$ cat src/fbwm_pkg.sv
// Constants, types and helpers shared by the write-mask and clear unit
// Notes on behaviour
// - In index mode only, index mask bits enable writing each index bit.
// - Per-buffer command sets RGBA enables of one selected draw buffer.
// - A selector naming several buffers applies its mask to all of them.
// - Global command loads the same RGBA enables into every draw buffer.
// - Per-buffer command with index above last draw buffer flags error, no change.
// - After reset all index bits and all component enables are set.
// - Depth enable set by non-zero argument, cleared by zero; gates depth writes.
// - Low stencil mask bits enable writing each stencil bit.
// - Faced command updates front, back or both; plain command loads both.
// - Front-facing fragments use front stencil mask, back-facing use back mask.
// - Stencil clear always uses the front stencil mask.
// - Reset: index and stencil masks all ones, depth and RGBA enables set.
// - With multisampling, masks gate samples; resolved colour ignores colour enables.
// - Clear bit set selects accum, colour, depth, stencil; zero clears nothing.
// - Clear bit set with undefined bits flags invalid-value error.
// - Clear index keeps integer part masked to framebuffer index width.
// - Depth clear clamped to zero..one; fixed converted, float passed unconverted.
// - Stencil clear masked to stencil width; accum clear clamped to minus one..one.
// - Clear applies only write masks here; absent buffers are left untouched.
// - Unorm clamps colour to zero..one, snorm to minus one..one, then converts.
// - Reset clear values: colour, accum, index, stencil zero; depth one.
// - A colour output whose selector names no buffer is not written; with multisampling its sample write is still issued.
package fbwm_pkg;

    // ****************************************
    // Sizes
    // ****************************************
    localparam int NUM_DRAW      = 4;
    localparam int INDEX_BITS    = 8;
    localparam int STENCIL_BITS  = 8;
    localparam int FIX_BITS      = 16;
    localparam int ADDR_BITS     = 8;

    // ****************************************
    // Register offsets
    // ****************************************
    localparam logic [7:0] OFS_INDEX_MASK   = 8'h00;
    localparam logic [7:0] OFS_ALL_COMP     = 8'h04;
    localparam logic [7:0] OFS_BUF_COMP     = 8'h08;
    localparam logic [7:0] OFS_DEPTH_WE     = 8'h0C;
    localparam logic [7:0] OFS_STENCIL_BOTH = 8'h10;
    localparam logic [7:0] OFS_STENCIL_FACE = 8'h14;
    localparam logic [7:0] OFS_CLR_RG       = 8'h18;
    localparam logic [7:0] OFS_CLR_BA       = 8'h1C;
    localparam logic [7:0] OFS_CLR_INDEX    = 8'h20;
    localparam logic [7:0] OFS_CLR_DEPTH    = 8'h24;
    localparam logic [7:0] OFS_CLR_STENCIL  = 8'h28;
    localparam logic [7:0] OFS_ACC_RG       = 8'h2C;
    localparam logic [7:0] OFS_ACC_BA       = 8'h30;
    localparam logic [7:0] OFS_DRAW_SEL     = 8'h34;
    localparam logic [7:0] OFS_CONFIG       = 8'h38;
    localparam logic [7:0] OFS_CLEAR        = 8'h3C;
    localparam logic [7:0] OFS_STATUS       = 8'h40;

    // ****************************************
    // Field positions
    // ****************************************
    localparam int BUF_IDX_LSB    = 8;
    localparam int FACE_LSB       = 16;
    localparam int CFG_INDEX_MODE = 0;
    localparam int CFG_MS_PRESENT = 1;
    localparam int CFG_DEPTH_FLT  = 2;
    localparam int CFG_BUF_LSB    = 4;
    localparam int CFG_DEPTH_PRES = 8;
    localparam int CFG_STEN_PRES  = 9;
    localparam int CFG_ACC_PRES   = 10;
    localparam int CFG_FMT_LSB    = 16;
    localparam int CLR_ACCUM      = 0;
    localparam int CLR_COLOUR     = 1;
    localparam int CLR_DEPTH      = 2;
    localparam int CLR_STENCIL    = 3;
    localparam logic [31:0] CLR_DEFINED = 32'h0000000F;

    // ****************************************
    // Reset values and fixed-point figures (Q2.14)
    // ****************************************
    localparam logic [15:0] FIX_ONE        = 16'h4000;
    localparam logic [15:0] FIX_MINUS_ONE  = 16'hC000;
    localparam logic [15:0] FIX_ZERO       = 16'h0000;
    localparam logic [15:0] FIX_HALF       = 16'h2000;
    localparam logic [15:0] RST_CLR_DEPTH  = 16'h4000;
    localparam logic [31:0] RST_CONFIG     = 32'h000007F0;
    localparam logic [15:0] RST_DRAW_SEL   = 16'h0006;

    // ****************************************
    // Enumerations
    // ****************************************
    typedef enum logic [3:0] {
        SEL_NONE        = 4'h0,
        SEL_FRONT_LEFT  = 4'h1,
        SEL_FRONT_RIGHT = 4'h2,
        SEL_BACK_LEFT   = 4'h3,
        SEL_BACK_RIGHT  = 4'h4,
        SEL_FRONT       = 4'h5,
        SEL_BACK        = 4'h6,
        SEL_LEFT        = 4'h7,
        SEL_RIGHT       = 4'h8,
        SEL_FRONT_BACK  = 4'h9
    } fbwm_sel_type;

    typedef enum logic [1:0] {
        FACE_FRONT = 2'h1,
        FACE_BACK  = 2'h2,
        FACE_BOTH  = 2'h3
    } fbwm_face_type;

    typedef enum logic [1:0] {
        FMT_UNORM = 2'h0,
        FMT_SNORM = 2'h1,
        FMT_INT   = 2'h2
    } fbwm_fmt_type;

    // ****************************************
    // Carriers
    // ****************************************
    typedef struct packed {
        logic        valid;
        logic        front_facing;
        logic [1:0]  out_idx;
        logic        resolve;
        logic [31:0] rgba;
        logic [7:0]  index;
        logic [15:0] depth;
        logic [7:0]  stencil;
    } fbwm_frag_type;

    typedef struct packed {
        logic        valid;
        logic        sample;
        logic [3:0]  bufs;
        logic [31:0] rgba;
        logic [3:0]  comp_en;
        logic [7:0]  index;
        logic [7:0]  index_mask;
        logic [15:0] depth;
        logic        depth_we;
        logic [7:0]  stencil;
        logic [7:0]  stencil_mask;
    } fbwm_write_type;

    typedef struct packed {
        logic             valid;
        logic [3:0][3:0]  bufs;
        logic [3:0][3:0]  comp_en;
        logic [3:0][31:0] rgba;
        logic [7:0]       index;
        logic [7:0]       index_mask;
        logic [15:0]      depth;
        logic             depth_we;
        logic [7:0]       stencil;
        logic [7:0]       stencil_mask;
        logic [3:0][15:0] accum;
        logic             accum_we;
    } fbwm_clear_type;

    // ****************************************
    // Helpers
    // ****************************************
    function automatic logic [15:0] fbwm_clamp(input logic [15:0] v,
                                               input logic [15:0] lo,
                                               input logic [15:0] hi);
        if ($signed(v) < $signed(lo))
            return lo;
        else if ($signed(v) > $signed(hi))
            return hi;
        else
            return v;
    endfunction

    // Buffer set bits: 0 front left, 1 front right, 2 back left, 3 back right
    function automatic logic [3:0] fbwm_decode(input logic [3:0] sel);
        case (sel)
            SEL_FRONT_LEFT:  return 4'h1;
            SEL_FRONT_RIGHT: return 4'h2;
            SEL_BACK_LEFT:   return 4'h4;
            SEL_BACK_RIGHT:  return 4'h8;
            SEL_FRONT:       return 4'h3;
            SEL_BACK:        return 4'hC;
            SEL_LEFT:        return 4'h5;
            SEL_RIGHT:       return 4'hA;
            SEL_FRONT_BACK:  return 4'hF;
            default:         return 4'h0;
        endcase
    endfunction

endpackage

$ cat src/fbwm_unit.sv
// Framebuffer write-mask and clear unit
//
// Design decisions made here: the address map and the plain strobed port.
`timescale 1ns/1ns
module fbwm_unit
    import fbwm_pkg::*;
(
    input  wire logic           clk_in,
    input  wire logic           srst_in,
    input  wire logic [7:0]     addr_in,
    input  wire logic [31:0]    wdata_in,
    input  wire logic           wr_in,
    input  wire logic           rd_in,
    output logic [31:0]         rdata_out,
    input  wire fbwm_frag_type  frag_in,
    output fbwm_write_type      write_out,
    output fbwm_clear_type      clear_out,
    output logic                error_out
);

    // ****************************************
    // Mask and clear state
    // ****************************************
    logic [7:0]       index_mask;
    logic [3:0][3:0]  comp_en;
    logic             depth_we;
    logic [7:0]       stencil_front;
    logic [7:0]       stencil_back;
    logic [3:0][15:0] clr_rgba;
    logic [7:0]       clr_index;
    logic [15:0]      clr_depth;
    logic [7:0]       clr_stencil;
    logic [3:0][15:0] clr_accum;
    logic [15:0]      draw_sel;
    logic [31:0]      config_reg;
    logic             err_sticky;

    logic             wr_buf_comp;
    logic             buf_idx_bad;
    logic             wr_face;
    logic             face_bad;
    logic             wr_clear;
    logic             clear_bad;
    logic             err_event;
    logic [1:0]       buf_idx;

    assign wr_buf_comp = wr_in && addr_in == OFS_BUF_COMP;
    assign buf_idx_bad = wdata_in[15:BUF_IDX_LSB] > 8'(NUM_DRAW - 1);
    assign buf_idx     = wdata_in[BUF_IDX_LSB+1:BUF_IDX_LSB];
    assign wr_face     = wr_in && addr_in == OFS_STENCIL_FACE;
    assign face_bad    = wdata_in[FACE_LSB+1:FACE_LSB] == 2'h0;
    assign wr_clear    = wr_in && addr_in == OFS_CLEAR;
    assign clear_bad   = (wdata_in & ~CLR_DEFINED) != 32'h00000000;
    assign err_event   = (wr_buf_comp && buf_idx_bad)
                      || (wr_face && face_bad)
                      || (wr_clear && clear_bad);

    // ****************************************
    // Colour component enables
    // ****************************************
    always_ff @(posedge clk_in) begin
        if (srst_in) begin
            comp_en <= {NUM_DRAW{4'hF}};
        end else if (wr_in && addr_in == OFS_ALL_COMP) begin
            comp_en <= {NUM_DRAW{wdata_in[3:0]}};
        end else if (wr_buf_comp && !buf_idx_bad) begin
            comp_en[buf_idx] <= wdata_in[3:0];
        end
    end

    // ****************************************
    // Index, depth and stencil masks
    // ****************************************
    always_ff @(posedge clk_in) begin
        if (srst_in) begin
            index_mask <= 8'hFF;
            depth_we   <= 1'b1;
        end else if (wr_in) begin
            if (addr_in == OFS_INDEX_MASK)
                index_mask <= wdata_in[INDEX_BITS-1:0];
            if (addr_in == OFS_DEPTH_WE)
                depth_we <= wdata_in != 32'h00000000;
        end
    end

    always_ff @(posedge clk_in) begin
        if (srst_in) begin
            stencil_front <= 8'hFF;
            stencil_back  <= 8'hFF;
        end else if (wr_in && addr_in == OFS_STENCIL_BOTH) begin
            stencil_front <= wdata_in[STENCIL_BITS-1:0];
            stencil_back  <= wdata_in[STENCIL_BITS-1:0];
        end else if (wr_face && !face_bad) begin
            if (wdata_in[FACE_LSB])
                stencil_front <= wdata_in[STENCIL_BITS-1:0];
            if (wdata_in[FACE_LSB+1])
                stencil_back <= wdata_in[STENCIL_BITS-1:0];
        end
    end

    // ****************************************
    // Clear values
    // ****************************************
    always_ff @(posedge clk_in) begin
        if (srst_in) begin
            clr_rgba    <= '0;
            clr_index   <= 8'h00;
            clr_depth   <= RST_CLR_DEPTH;
            clr_stencil <= 8'h00;
            clr_accum   <= '0;
        end else if (wr_in) begin
            case (addr_in)
                OFS_CLR_RG: begin
                    clr_rgba[0] <= wdata_in[15:0];
                    clr_rgba[1] <= wdata_in[31:16];
                end
                OFS_CLR_BA: begin
                    clr_rgba[2] <= wdata_in[15:0];
                    clr_rgba[3] <= wdata_in[31:16];
                end
                OFS_CLR_INDEX: begin
                    clr_index <= wdata_in[16+INDEX_BITS-1:16];
                end
                OFS_CLR_DEPTH: begin
                    clr_depth <= fbwm_clamp(wdata_in[15:0], FIX_ZERO, FIX_ONE);
                end
                OFS_CLR_STENCIL: begin
                    clr_stencil <= wdata_in[STENCIL_BITS-1:0];
                end
                OFS_ACC_RG: begin
                    clr_accum[0] <= fbwm_clamp(wdata_in[15:0], FIX_MINUS_ONE, FIX_ONE);
                    clr_accum[1] <= fbwm_clamp(wdata_in[31:16], FIX_MINUS_ONE, FIX_ONE);
                end
                OFS_ACC_BA: begin
                    clr_accum[2] <= fbwm_clamp(wdata_in[15:0], FIX_MINUS_ONE, FIX_ONE);
                    clr_accum[3] <= fbwm_clamp(wdata_in[31:16], FIX_MINUS_ONE, FIX_ONE);
                end
                default: begin
                end
            endcase
        end
    end

    // ****************************************
    // Configuration, selectors and error status
    // ****************************************
    always_ff @(posedge clk_in) begin
        if (srst_in) begin
            draw_sel   <= RST_DRAW_SEL;
            config_reg <= RST_CONFIG;
        end else if (wr_in) begin
            if (addr_in == OFS_DRAW_SEL)
                draw_sel <= wdata_in[15:0];
            if (addr_in == OFS_CONFIG)
                config_reg <= wdata_in;
        end
    end

    // A new error in the clearing cycle keeps the flag set
    always_ff @(posedge clk_in) begin
        if (srst_in) begin
            err_sticky <= 1'b0;
            error_out  <= 1'b0;
        end else begin
            error_out <= err_event;
            if (err_event)
                err_sticky <= 1'b1;
            else if (wr_in && addr_in == OFS_STATUS && wdata_in[0])
                err_sticky <= 1'b0;
        end
    end

    // ****************************************
    // Register read
    // ****************************************
    always_ff @(posedge clk_in) begin
        if (srst_in) begin
            rdata_out <= 32'h00000000;
        end else if (rd_in) begin
            case (addr_in)
                OFS_INDEX_MASK:   rdata_out <= {24'h000000, index_mask};
                OFS_ALL_COMP:     rdata_out <= {28'h0000000, comp_en[0]};
                OFS_BUF_COMP:     rdata_out <= {16'h0000, comp_en};
                OFS_DEPTH_WE:     rdata_out <= {31'h00000000, depth_we};
                OFS_STENCIL_BOTH: rdata_out <= {24'h000000, stencil_front};
                OFS_STENCIL_FACE: rdata_out <= {16'h0000, stencil_back, stencil_front};
                OFS_CLR_RG:       rdata_out <= {clr_rgba[1], clr_rgba[0]};
                OFS_CLR_BA:       rdata_out <= {clr_rgba[3], clr_rgba[2]};
                OFS_CLR_INDEX:    rdata_out <= {8'h00, clr_index, 16'h0000};
                OFS_CLR_DEPTH:    rdata_out <= {16'h0000, clr_depth};
                OFS_CLR_STENCIL:  rdata_out <= {24'h000000, clr_stencil};
                OFS_ACC_RG:       rdata_out <= {clr_accum[1], clr_accum[0]};
                OFS_ACC_BA:       rdata_out <= {clr_accum[3], clr_accum[2]};
                OFS_DRAW_SEL:     rdata_out <= {16'h0000, draw_sel};
                OFS_CONFIG:       rdata_out <= config_reg;
                OFS_STATUS:       rdata_out <= {31'h00000000, err_sticky};
                default:          rdata_out <= 32'h00000000;
            endcase
        end else begin
            rdata_out <= 32'h00000000;
        end
    end

    // ****************************************
    // Per draw buffer selection and clear colour
    // ****************************************
    logic             index_mode;
    logic             ms_present;
    logic [3:0]       buf_present;
    logic [3:0][3:0]  sel_bufs;
    logic [3:0][31:0] clr_conv;

    assign index_mode  = config_reg[CFG_INDEX_MODE];
    assign ms_present  = config_reg[CFG_MS_PRESENT];
    assign buf_present = config_reg[CFG_BUF_LSB+3:CFG_BUF_LSB];

    genvar gi;
    generate
        for (gi = 0; gi < NUM_DRAW; gi++) begin : g_draw
            logic [1:0] fmt;
            assign fmt = config_reg[CFG_FMT_LSB+2*gi+1:CFG_FMT_LSB+2*gi];
            // Absent buffers and an empty selector give no targets
            assign sel_bufs[gi] = fbwm_decode(draw_sel[4*gi+3:4*gi]) & buf_present;

            for (genvar ci = 0; ci < 4; ci++) begin : g_comp
                logic [15:0] cu;
                logic [15:0] cs;
                logic [31:0] pu;
                logic [31:0] ps;
                assign cu = fbwm_clamp(clr_rgba[ci], FIX_ZERO, FIX_ONE);
                assign cs = fbwm_clamp(clr_rgba[ci], FIX_MINUS_ONE, FIX_ONE);
                assign pu = 32'(cu) * 32'd255 + 32'(FIX_HALF);
                assign ps = 32'($signed(cs) * 32'sd127 + $signed({16'h0000, FIX_HALF}));
                always_comb begin
                    case (fmt)
                        FMT_UNORM: clr_conv[gi][8*ci+7:8*ci] = pu[21:14];
                        FMT_SNORM: clr_conv[gi][8*ci+7:8*ci] = ps[21:14];
                        default:   clr_conv[gi][8*ci+7:8*ci] = clr_rgba[ci][7:0];
                    endcase
                end
            end
        end
    endgenerate

    // ****************************************
    // Fragment write masking
    // ****************************************
    logic [3:0] frag_bufs;
    logic       frag_sample;
    logic       frag_resolve;

    assign frag_bufs    = sel_bufs[frag_in.out_idx];
    assign frag_resolve = ms_present && frag_in.resolve;
    assign frag_sample  = ms_present && !frag_in.resolve;

    always_ff @(posedge clk_in) begin
        if (srst_in) begin
            write_out <= '0;
        end else begin
            write_out.valid   <= frag_in.valid
                              && (frag_sample || frag_bufs != 4'h0);
            write_out.sample  <= frag_sample;
            write_out.bufs    <= frag_sample ? 4'h0 : frag_bufs;
            write_out.rgba    <= frag_in.rgba;
            write_out.index   <= frag_in.index;
            write_out.depth   <= frag_in.depth;
            write_out.stencil <= frag_in.stencil;
            if (frag_resolve) begin
                // Resolved colour replaces the buffers regardless of enables
                write_out.comp_en      <= index_mode ? 4'h0 : 4'hF;
                write_out.index_mask   <= index_mode ? 8'hFF : 8'h00;
                write_out.depth_we     <= 1'b0;
                write_out.stencil_mask <= 8'h00;
            end else begin
                write_out.comp_en    <= index_mode ? 4'h0 : comp_en[frag_in.out_idx];
                write_out.index_mask <= index_mode ? index_mask : 8'h00;
                write_out.depth_we   <= depth_we && config_reg[CFG_DEPTH_PRES];
                write_out.stencil_mask <= !config_reg[CFG_STEN_PRES] ? 8'h00 :
                                          frag_in.front_facing ? stencil_front :
                                          stencil_back;
            end
        end
    end

    // ****************************************
    // Clear execution
    // ****************************************
    logic        do_accum;
    logic        do_colour;
    logic        do_depth;
    logic        do_stencil;
    logic [31:0] depth_fix;

    assign do_accum   = wdata_in[CLR_ACCUM] && config_reg[CFG_ACC_PRES];
    assign do_colour  = wdata_in[CLR_COLOUR];
    assign do_depth   = wdata_in[CLR_DEPTH] && config_reg[CFG_DEPTH_PRES];
    assign do_stencil = wdata_in[CLR_STENCIL] && config_reg[CFG_STEN_PRES];
    assign depth_fix  = 32'(clr_depth) * 32'd65535 + 32'(FIX_HALF);

    always_ff @(posedge clk_in) begin
        if (srst_in) begin
            clear_out <= '0;
        end else begin
            clear_out.valid <= wr_clear && !clear_bad
                            && wdata_in[3:0] != 4'h0;
            for (int i = 0; i < NUM_DRAW; i++) begin
                clear_out.bufs[i]    <= (do_colour && !index_mode) ? sel_bufs[i] : 4'h0;
                clear_out.comp_en[i] <= comp_en[i];
                clear_out.rgba[i]    <= clr_conv[i];
            end
            clear_out.index      <= clr_index;
            clear_out.index_mask <= (do_colour && index_mode) ? index_mask : 8'h00;
            clear_out.depth      <= config_reg[CFG_DEPTH_FLT] ? clr_depth
                                                              : depth_fix[29:14];
            clear_out.depth_we   <= do_depth && depth_we;
            clear_out.stencil    <= clr_stencil;
            clear_out.stencil_mask <= do_stencil ? stencil_front : 8'h00;
            clear_out.accum      <= clr_accum;
            clear_out.accum_we   <= do_accum;
        end
    end

endmodule

$ cat config.mk
export PLATFORM = sky130hd
export DESIGN_NAME = fbwm_unit
export DESIGN_NICKNAME = d
export VERILOG_FILES = /design/src/fbwm_pkg.sv /design/src/fbwm_unit.sv
export SDC_FILE = /design/constraint.sdc
export NUM_CORES = 2
export LEC_CHECK = 0
export ABC_AREA = 0
export BUFFER_PORTS_ARGS = -buffer_cell sky130_fd_sc_hd__buf_4
export CAP_MARGIN = 40
export CORE_MARGIN = 2
export CORE_UTILIZATION = 48
export CTS_CLUSTER_DIAMETER = 100
export DETAILED_ROUTE_END_ITERATION = 7
export PLACE_DENSITY_LB_ADDON = 0.08
export RECOVER_POWER = 25
export SLEW_MARGIN = 20
export SYNTH_ARGS = -nofsm -noshare
export SYNTH_HDL_FRONTEND = slang
export SYNTH_SLANG_ARGS = --single-unit
$ cat constraint.sdc
create_clock -name clk_in -period 8.5 [get_ports clk_in]
set_input_delay 0 -clock clk_in [delete_from_list [all_inputs] [get_ports clk_in]]
set_output_delay 0 -clock clk_in [all_outputs]
set_load 0.02 [all_outputs]
Word level (Yosys, flattened, before mapping)
Memory sizes are Yosys's and may differ from the RTL's. A register that Yosys moved wholly into a read port is not among the register bits. Index checks and enable logic that the tools add are counted.

$add $sub $neg: 9. Multipliers: 9. $lt $le $gt $ge: 21. Equality and inequality tests: 20. Muxes and demuxes: 67. Bitwise gates (word level): 9. Reductions and logical operators: 68.

Operators by type and width (count): $pmux W32 S16 (1); $mux W16 (20); $pmux W8 S2 (16); $mul A16 B8 Y22 const B (8); $gt A16 B16 Y1 const B (6); $lt A16 B15 Y1 const B (6); $add A22 B14 Y22 const B (4); $add A22 B15 Y22 const B (4); $lt A16 B1 Y1 const B (5); $mux W8 (10); $eq A8 B6 Y1 const B (8); $reduce_bool A32 Y1 (2); $mux W4 (14); $eq A8 B5 Y1 const B (4); $add A30 B14 Y30 const B (1); $mul A16 B16 Y30 const B (1); $reduce_and A2 Y1 (13); $logic_and A1 B1 Y1 (25); $and A4 B4 Y4 (4); $bmux W4 S2 (2); $bwmux W16 (1); $eq A8 B4 Y1 const B (2); $reduce_or A2 Y1 (6); $logic_not A2 Y1 (5); other kinds (15) (35).

Register bits after elaboration: 649. Memory bits (read-only): 256. Input bits: 113. Output and inout bits: 399. Word-level logic and storage cells: 266. Memories kept: 4.

Memories: (no name shown) (words 16, width 4, read ports 1, clocked after memory_dff 1, wr ports 0, RTL line fbwm_pkg.sv:174) `case (sel)`; (no name shown) (words 16, width 4, read ports 1, clocked after memory_dff 1, wr ports 0, RTL line fbwm_pkg.sv:174); (no name shown) (words 16, width 4, read ports 1, clocked after memory_dff 1, wr ports 0, RTL line fbwm_pkg.sv:174); (no name shown) (words 16, width 4, read ports 1, clocked after memory_dff 1, wr ports 0, RTL line fbwm_pkg.sv:174).

Longest topological paths before layout
Word-level depth: 7. Mapped depth: 26. Depth with buffers taken out: 25.

Worst setup path before layout
No wires, ideal clock.

Path type: flip-flop to flip-flop. Start point: register clr_rgba[19] (netlist name). End point: register clear_out[129] (netlist name). Setup time: 0.114 ns. Arrival: 6.307 ns. Required time: 8.386 ns. Path slack: 2.078 ns. Stages on the path, launching flop included: 25. Buffers on the path: 2. Period minus slack after synthesis: 6.422 ns. Cells stage by stage: dfxtp_1 > clkbuf_1 > or4_1 > nor3_1 > a31oi_1 > nor2_1 > clkbuf_1 > nand2_1 > fa_1 > fa_1 > inv_1 > fa_1 > inv_1 > fa_1 > inv_1 > ha_1 > a2111oi_0 > o221ai_1 > a221oi_2 > o21ai_1 > o22a_1 > a21oi_2 > mux2i_1 > a21oi_1 > a2111oi_0.

Cells in the longest elaborated chain, start to end: 6. Elaborated cells on any way between the ends: 11. Classes of those cells: add/sub (2); mul (2); order compare (3); mux (4).

Ends and longest elaborated chain: start: declaration (RTL line fbwm_unit.sv:29) `logic [3:0][15:0] clr_rgba;`; $gt A16 B16 Y1 (RTL line fbwm_pkg.sv:166) `else if ($signed(v) > $signed(hi))`; $mux W16 (RTL line fbwm_pkg.sv:166); $mux W16 (RTL line fbwm_pkg.sv:164) `if ($signed(v) < $signed(lo))`; $mul A16 B8 Y22, on equally long branches (RTL line fbwm_unit.sv:233, fbwm_unit.sv:232); $add A22 B15 Y22 / $add A22 B14 Y22 (equally long branches) (RTL line fbwm_unit.sv:233, fbwm_unit.sv:232); $pmux W8 S2 * (RTL line fbwm_unit.sv:235) `case (fmt)`; end: declaration (RTL line fbwm_unit.sv:17) `output fbwm_clear_type clear_out,`.

Mark *: on every way between the ends. The rest lies on a longest branch, timed or not. A chain may end at the register's enable or synchronous reset.

Worst setup path after layout
Start point: register clr_rgba[36] (netlist name). End point: register clear_out[200] (netlist name).

Same word-level chain as after synthesis.

==> metrics.md <==
| Metric | Value |
|---|---|
| Final instance area | `59750 µm²` |
| DP HPWL | `131800 µm` |
| Htree depth | `3` |
| Total negative slack | `0 ns` |
| Min-delay worst type | `input port to flop` |
| CTS tree | `built` |
| Seq/Total Area, Yosys | `25.85%` |
| Final Skew | `0.06064 ns` |
| # resized after CTS | `0` |
| Worst R2R Path Depth | `23` |
| Crit path DAT | `8.51 ns` |
| Fillers | `9870` |
| Die Footprint | `109900 µm²` |
| Io pins | `512` |
| Hold depth | `5` |
| Worst r2r src | `clr_rgba[36]$_SDFFE_PP0P_` |
| Core area | `106800 µm²` |
| Total GRT Usage | `30.78%` |
| Starting density of the core | `48.25%` |
| Synth-to-Final Area Change | `16.01%` |
| Vias in the first global route | `42370` |
| Cell Area, Synth | `51510 µm²` |
| FMAX | `0.1244 GHz` |
| Commonest cells after routing, fill and taps aside | `inv_1 (1206), dfxtp_1 (664), fa_1 (662)` |
| Largest net degree at the start of global routing | `144` |
| Post-CTS Repair Setup Buffers | `0` |
| CTS max path bufs | `3` |
| Slew margin rel. | `-237.9%` |
| Drt wl/cell | `22.07 µm` |
| Power consumption | `7.331 mW` |
| Clock Sink Count | `665` |
| Port buffer count | `511` |
| Die Y | `331.6 µm` |
| Number of synthesized register bits | `665` |
| Post-route DRC | `0` |
| Outcome | `finished with violations` |
| Proportion of layout cells with a drive suffix above 1 | `8.487%` |
| First-pass GRT wire length | `259200 µm` |
| Syn Inst Count | `5640` |
| Max FFs per register | `275` |
| Number of CTS-inserted buffers | `76` |
| Post-DRT Antenna Nets | `0` |
| Critical Path Start Type | `flop` |
| Number of synthesized flops with an enable pin | `0` |
| Failing checks | `capacitance limit, slew limit` |
| Regs by FF count | `clear_out (275), write_out (91)` |
| Root buf cell | `clkbuf_16` |
| Final Net Count | `7398` |
| Rows | `120` |
| Routability cong. | `0.9456` |
| Clk_lat worst skew | `0.68 ns` |
| FF-to-FF End | `clear_out[200]$_SDFF_PP0_` |
| Pre-antenna DRT Iters | `8` |
| Ys flop type | `dfxtp_1` |
| Congestion Overflow GR | `0` |
| Register Area | `13310 µm²` |
| Slew of the pin with the lowest slew margin | `5.069 ns` |
| Final period utilization | `94.56%` |
| Initial antenna violation count | `9` |
| Clk slew on worst S/H paths | `0.06 ns` |
| Commonest non-fill, non-tap cell in the layout | `inv_1` |
| Critical Path RT | `8.97 ns` |
| Final Hold Viols | `0` |
| Post-synth ARST share | `0%` |
| Synth Warn # | `0` |
| Crit end category | `flop` |
| Avg Inst Size Synth | `9.132 µm²` |
| Max-Cap Viols | `1` |
| Unrepaired setup endpoints after global routing | `false` |
| Worst Hold Launch | `addr_in[0]` |
| PwrDens | `122.7 nW/µm²` |
| Final-report setup violation count | `0` |
| Leakage power | `30.00 nW` |
| Peak VDD IR | `0.0002304 V` |
| Drt total wl | `168600 µm` |
| Footprint of the multi-input gates | `32700 µm²` |
| Placed cell area | `56840 µm²` |
| Die W | `331.6 µm` |
| R2r setup slk | `0.46 ns` |
| Iter 0 DRT Violations | `3826` |
| Kind of critical path | `flop to flop` |
| Tmin final | `8.038 ns` |
| Vias per cell | `5.425` |
| Critical-path maximum fanout | `14` |
| Synth cell types | `89` |
| Hold endpoint | `err_sticky$_SDFFE_PP0P_` |
| Biggest register | `clear_out` |
| Final Max Slew Viols | `98` |
| Total number of vias | `41440` |
kinds of logic (layout without fill, tap and decap cells):
logic type | count (synthesis) | after routing | synth area share, %
mux | 99 | 99 | 2.143
xor+xnor | 97 | 97 | 1.649
simple gates | 1388 | 1388 | 12.53
buf+inv | 1482 | 2057 | 10.89
other cells | 2 | 23 | 0.01458
compound gates | 797 | 797 | 10.31
flops | 665 | 665 | 25.85
fa+ha+maj | 1110 | 1110 | 36.61
Yosys cell counts (all sizes together) (16+ instances only):
master,number,share of area [%]
xor2,22,0.37
a211oi,53,0.79
a221oi,32,0.56
nand4,16,0.19
nor2b,169,2.1
a22o,20,0.34
and3,50,0.61
or2,16,0.19
o21ai,66,0.64
mux2i,91,1.8
inv,1210,8.8
o21a,30,0.44
a21o,30,0.44
nand3,136,1.3
fa,662,26
nand2,579,4.2
xnor2,75,1.3
a21oi,309,3.0
nor3,71,0.69
clkbuf,243,1.8
and2,37,0.45
a22oi,69,1.0
nor2,251,1.9
nor4,18,0.22
buf,26,0.28
dfxtp,665,26
ha,448,11
a31oi,42,0.51
a222oi,26,0.51
worst max-delay path, cell delays in order (launching register included):
cell,delay [ns]
dfxtp_1,0.57
or4_1,0.57
nor3_1,0.59
a31oi_1,0.24
nor2_1,0.61
and2_1,0.36
inv_1,0.15
fa_1,0.44
fa_1,0.55
inv_1,0.06
fa_1,0.53
inv_1,0.05
fa_1,0.47
inv_1,0.04
ha_1,0.29
nand4_1,0.10
or2_0,0.23
or2_2,0.32
a311o_1,0.37
a31oi_1,0.34
nor3_1,0.08
nor2_1,0.22
a21oi_1,0.11
a221oi_1,0.55
timing repair:
| action | 4_1_cts | 5_1_grt |
|---|---|---|
| hold buffers | 119 | 0 |
| endpoints found under the hold margin | 381 | 0 |
| setup endpoints to repair | 0 | 0 |
how the worst max path moves through the flow:
stage / startpoint / slack, ns / cells after the start / to
6_report: clr_rgba[36]$_SDFFE_PP0P_ / 0.46 / 23 / clear_out[200]$_SDFF_PP0_
2_1_floorplan: clr_rgba[19]$_SDFFE_PP0P_ / 2.08 / 24 / clear_out[129]$_SDFF_PP0_
3_3_place_gp: clr_rgba[34]$_SDFFE_PP0P_ / 0.71 / 23 / clear_out[168]$_SDFF_PP0_
3_5_place_dp: clr_rgba[34]$_SDFFE_PP0P_ / 0.74 / 23 / clear_out[200]$_SDFF_PP0_
5_1_grt: clr_rgba[34]$_SDFFE_PP0P_ / 0.08 / 23 / clear_out[200]$_SDFF_PP0_
4_1_cts: clr_rgba[34]$_SDFFE_PP0P_ / 0.72 / 23 / clear_out[200]$_SDFF_PP0_
stage by stage:
stage / instances / worst slack [ns] / hold WS [ns] / utilization [%]
finish: 7639 / 0.4625 / 0.02925 / 55.97
global route: 7636 / 0.08411 / 0.04582 / 55.97
CTS: 7634 / 0.7207 / 0.001509 / 56.87
detailed placement: 7379 / 0.7405 / 0.2169 / 53.24
global placement: 7367 / 0.7113 / 0.2086 / 53.08
floorplan: 5658 / 2.078 / 0.1282 / -
area by class of cell:
cell class                      count  area share, %
Clock inverter                     45          1.018
Tap cell                         1403          2.938
Inverter                         1213          7.622
Timing Repair Buffer              708          7.936
Antenna cell                        3        0.01256
Sequential cell                   665          22.28
Clock buffer                       91          3.461
Multi-Input combinational cell   3511          54.73
report_power, final:
group / switching [mW] / internal, mW
combinational: 0.365 / 0.220
clock: 1.50 / 2.02
sequential: 0.0423 / 3.18
total: 1.91 / 5.42
layer usage:
metal	global-route usage, %	wire, µm	share of wire (%)	up-vias
li1	-	-	-	18940
met1	43.39	72640	43	20270
met2	47.60	74120	44	1923
met3	5.987	15660	9.3	304
met4	10.02	6134	3.6	4
met5	0	26	0.015	-
(Power assumes the default switching activity.)
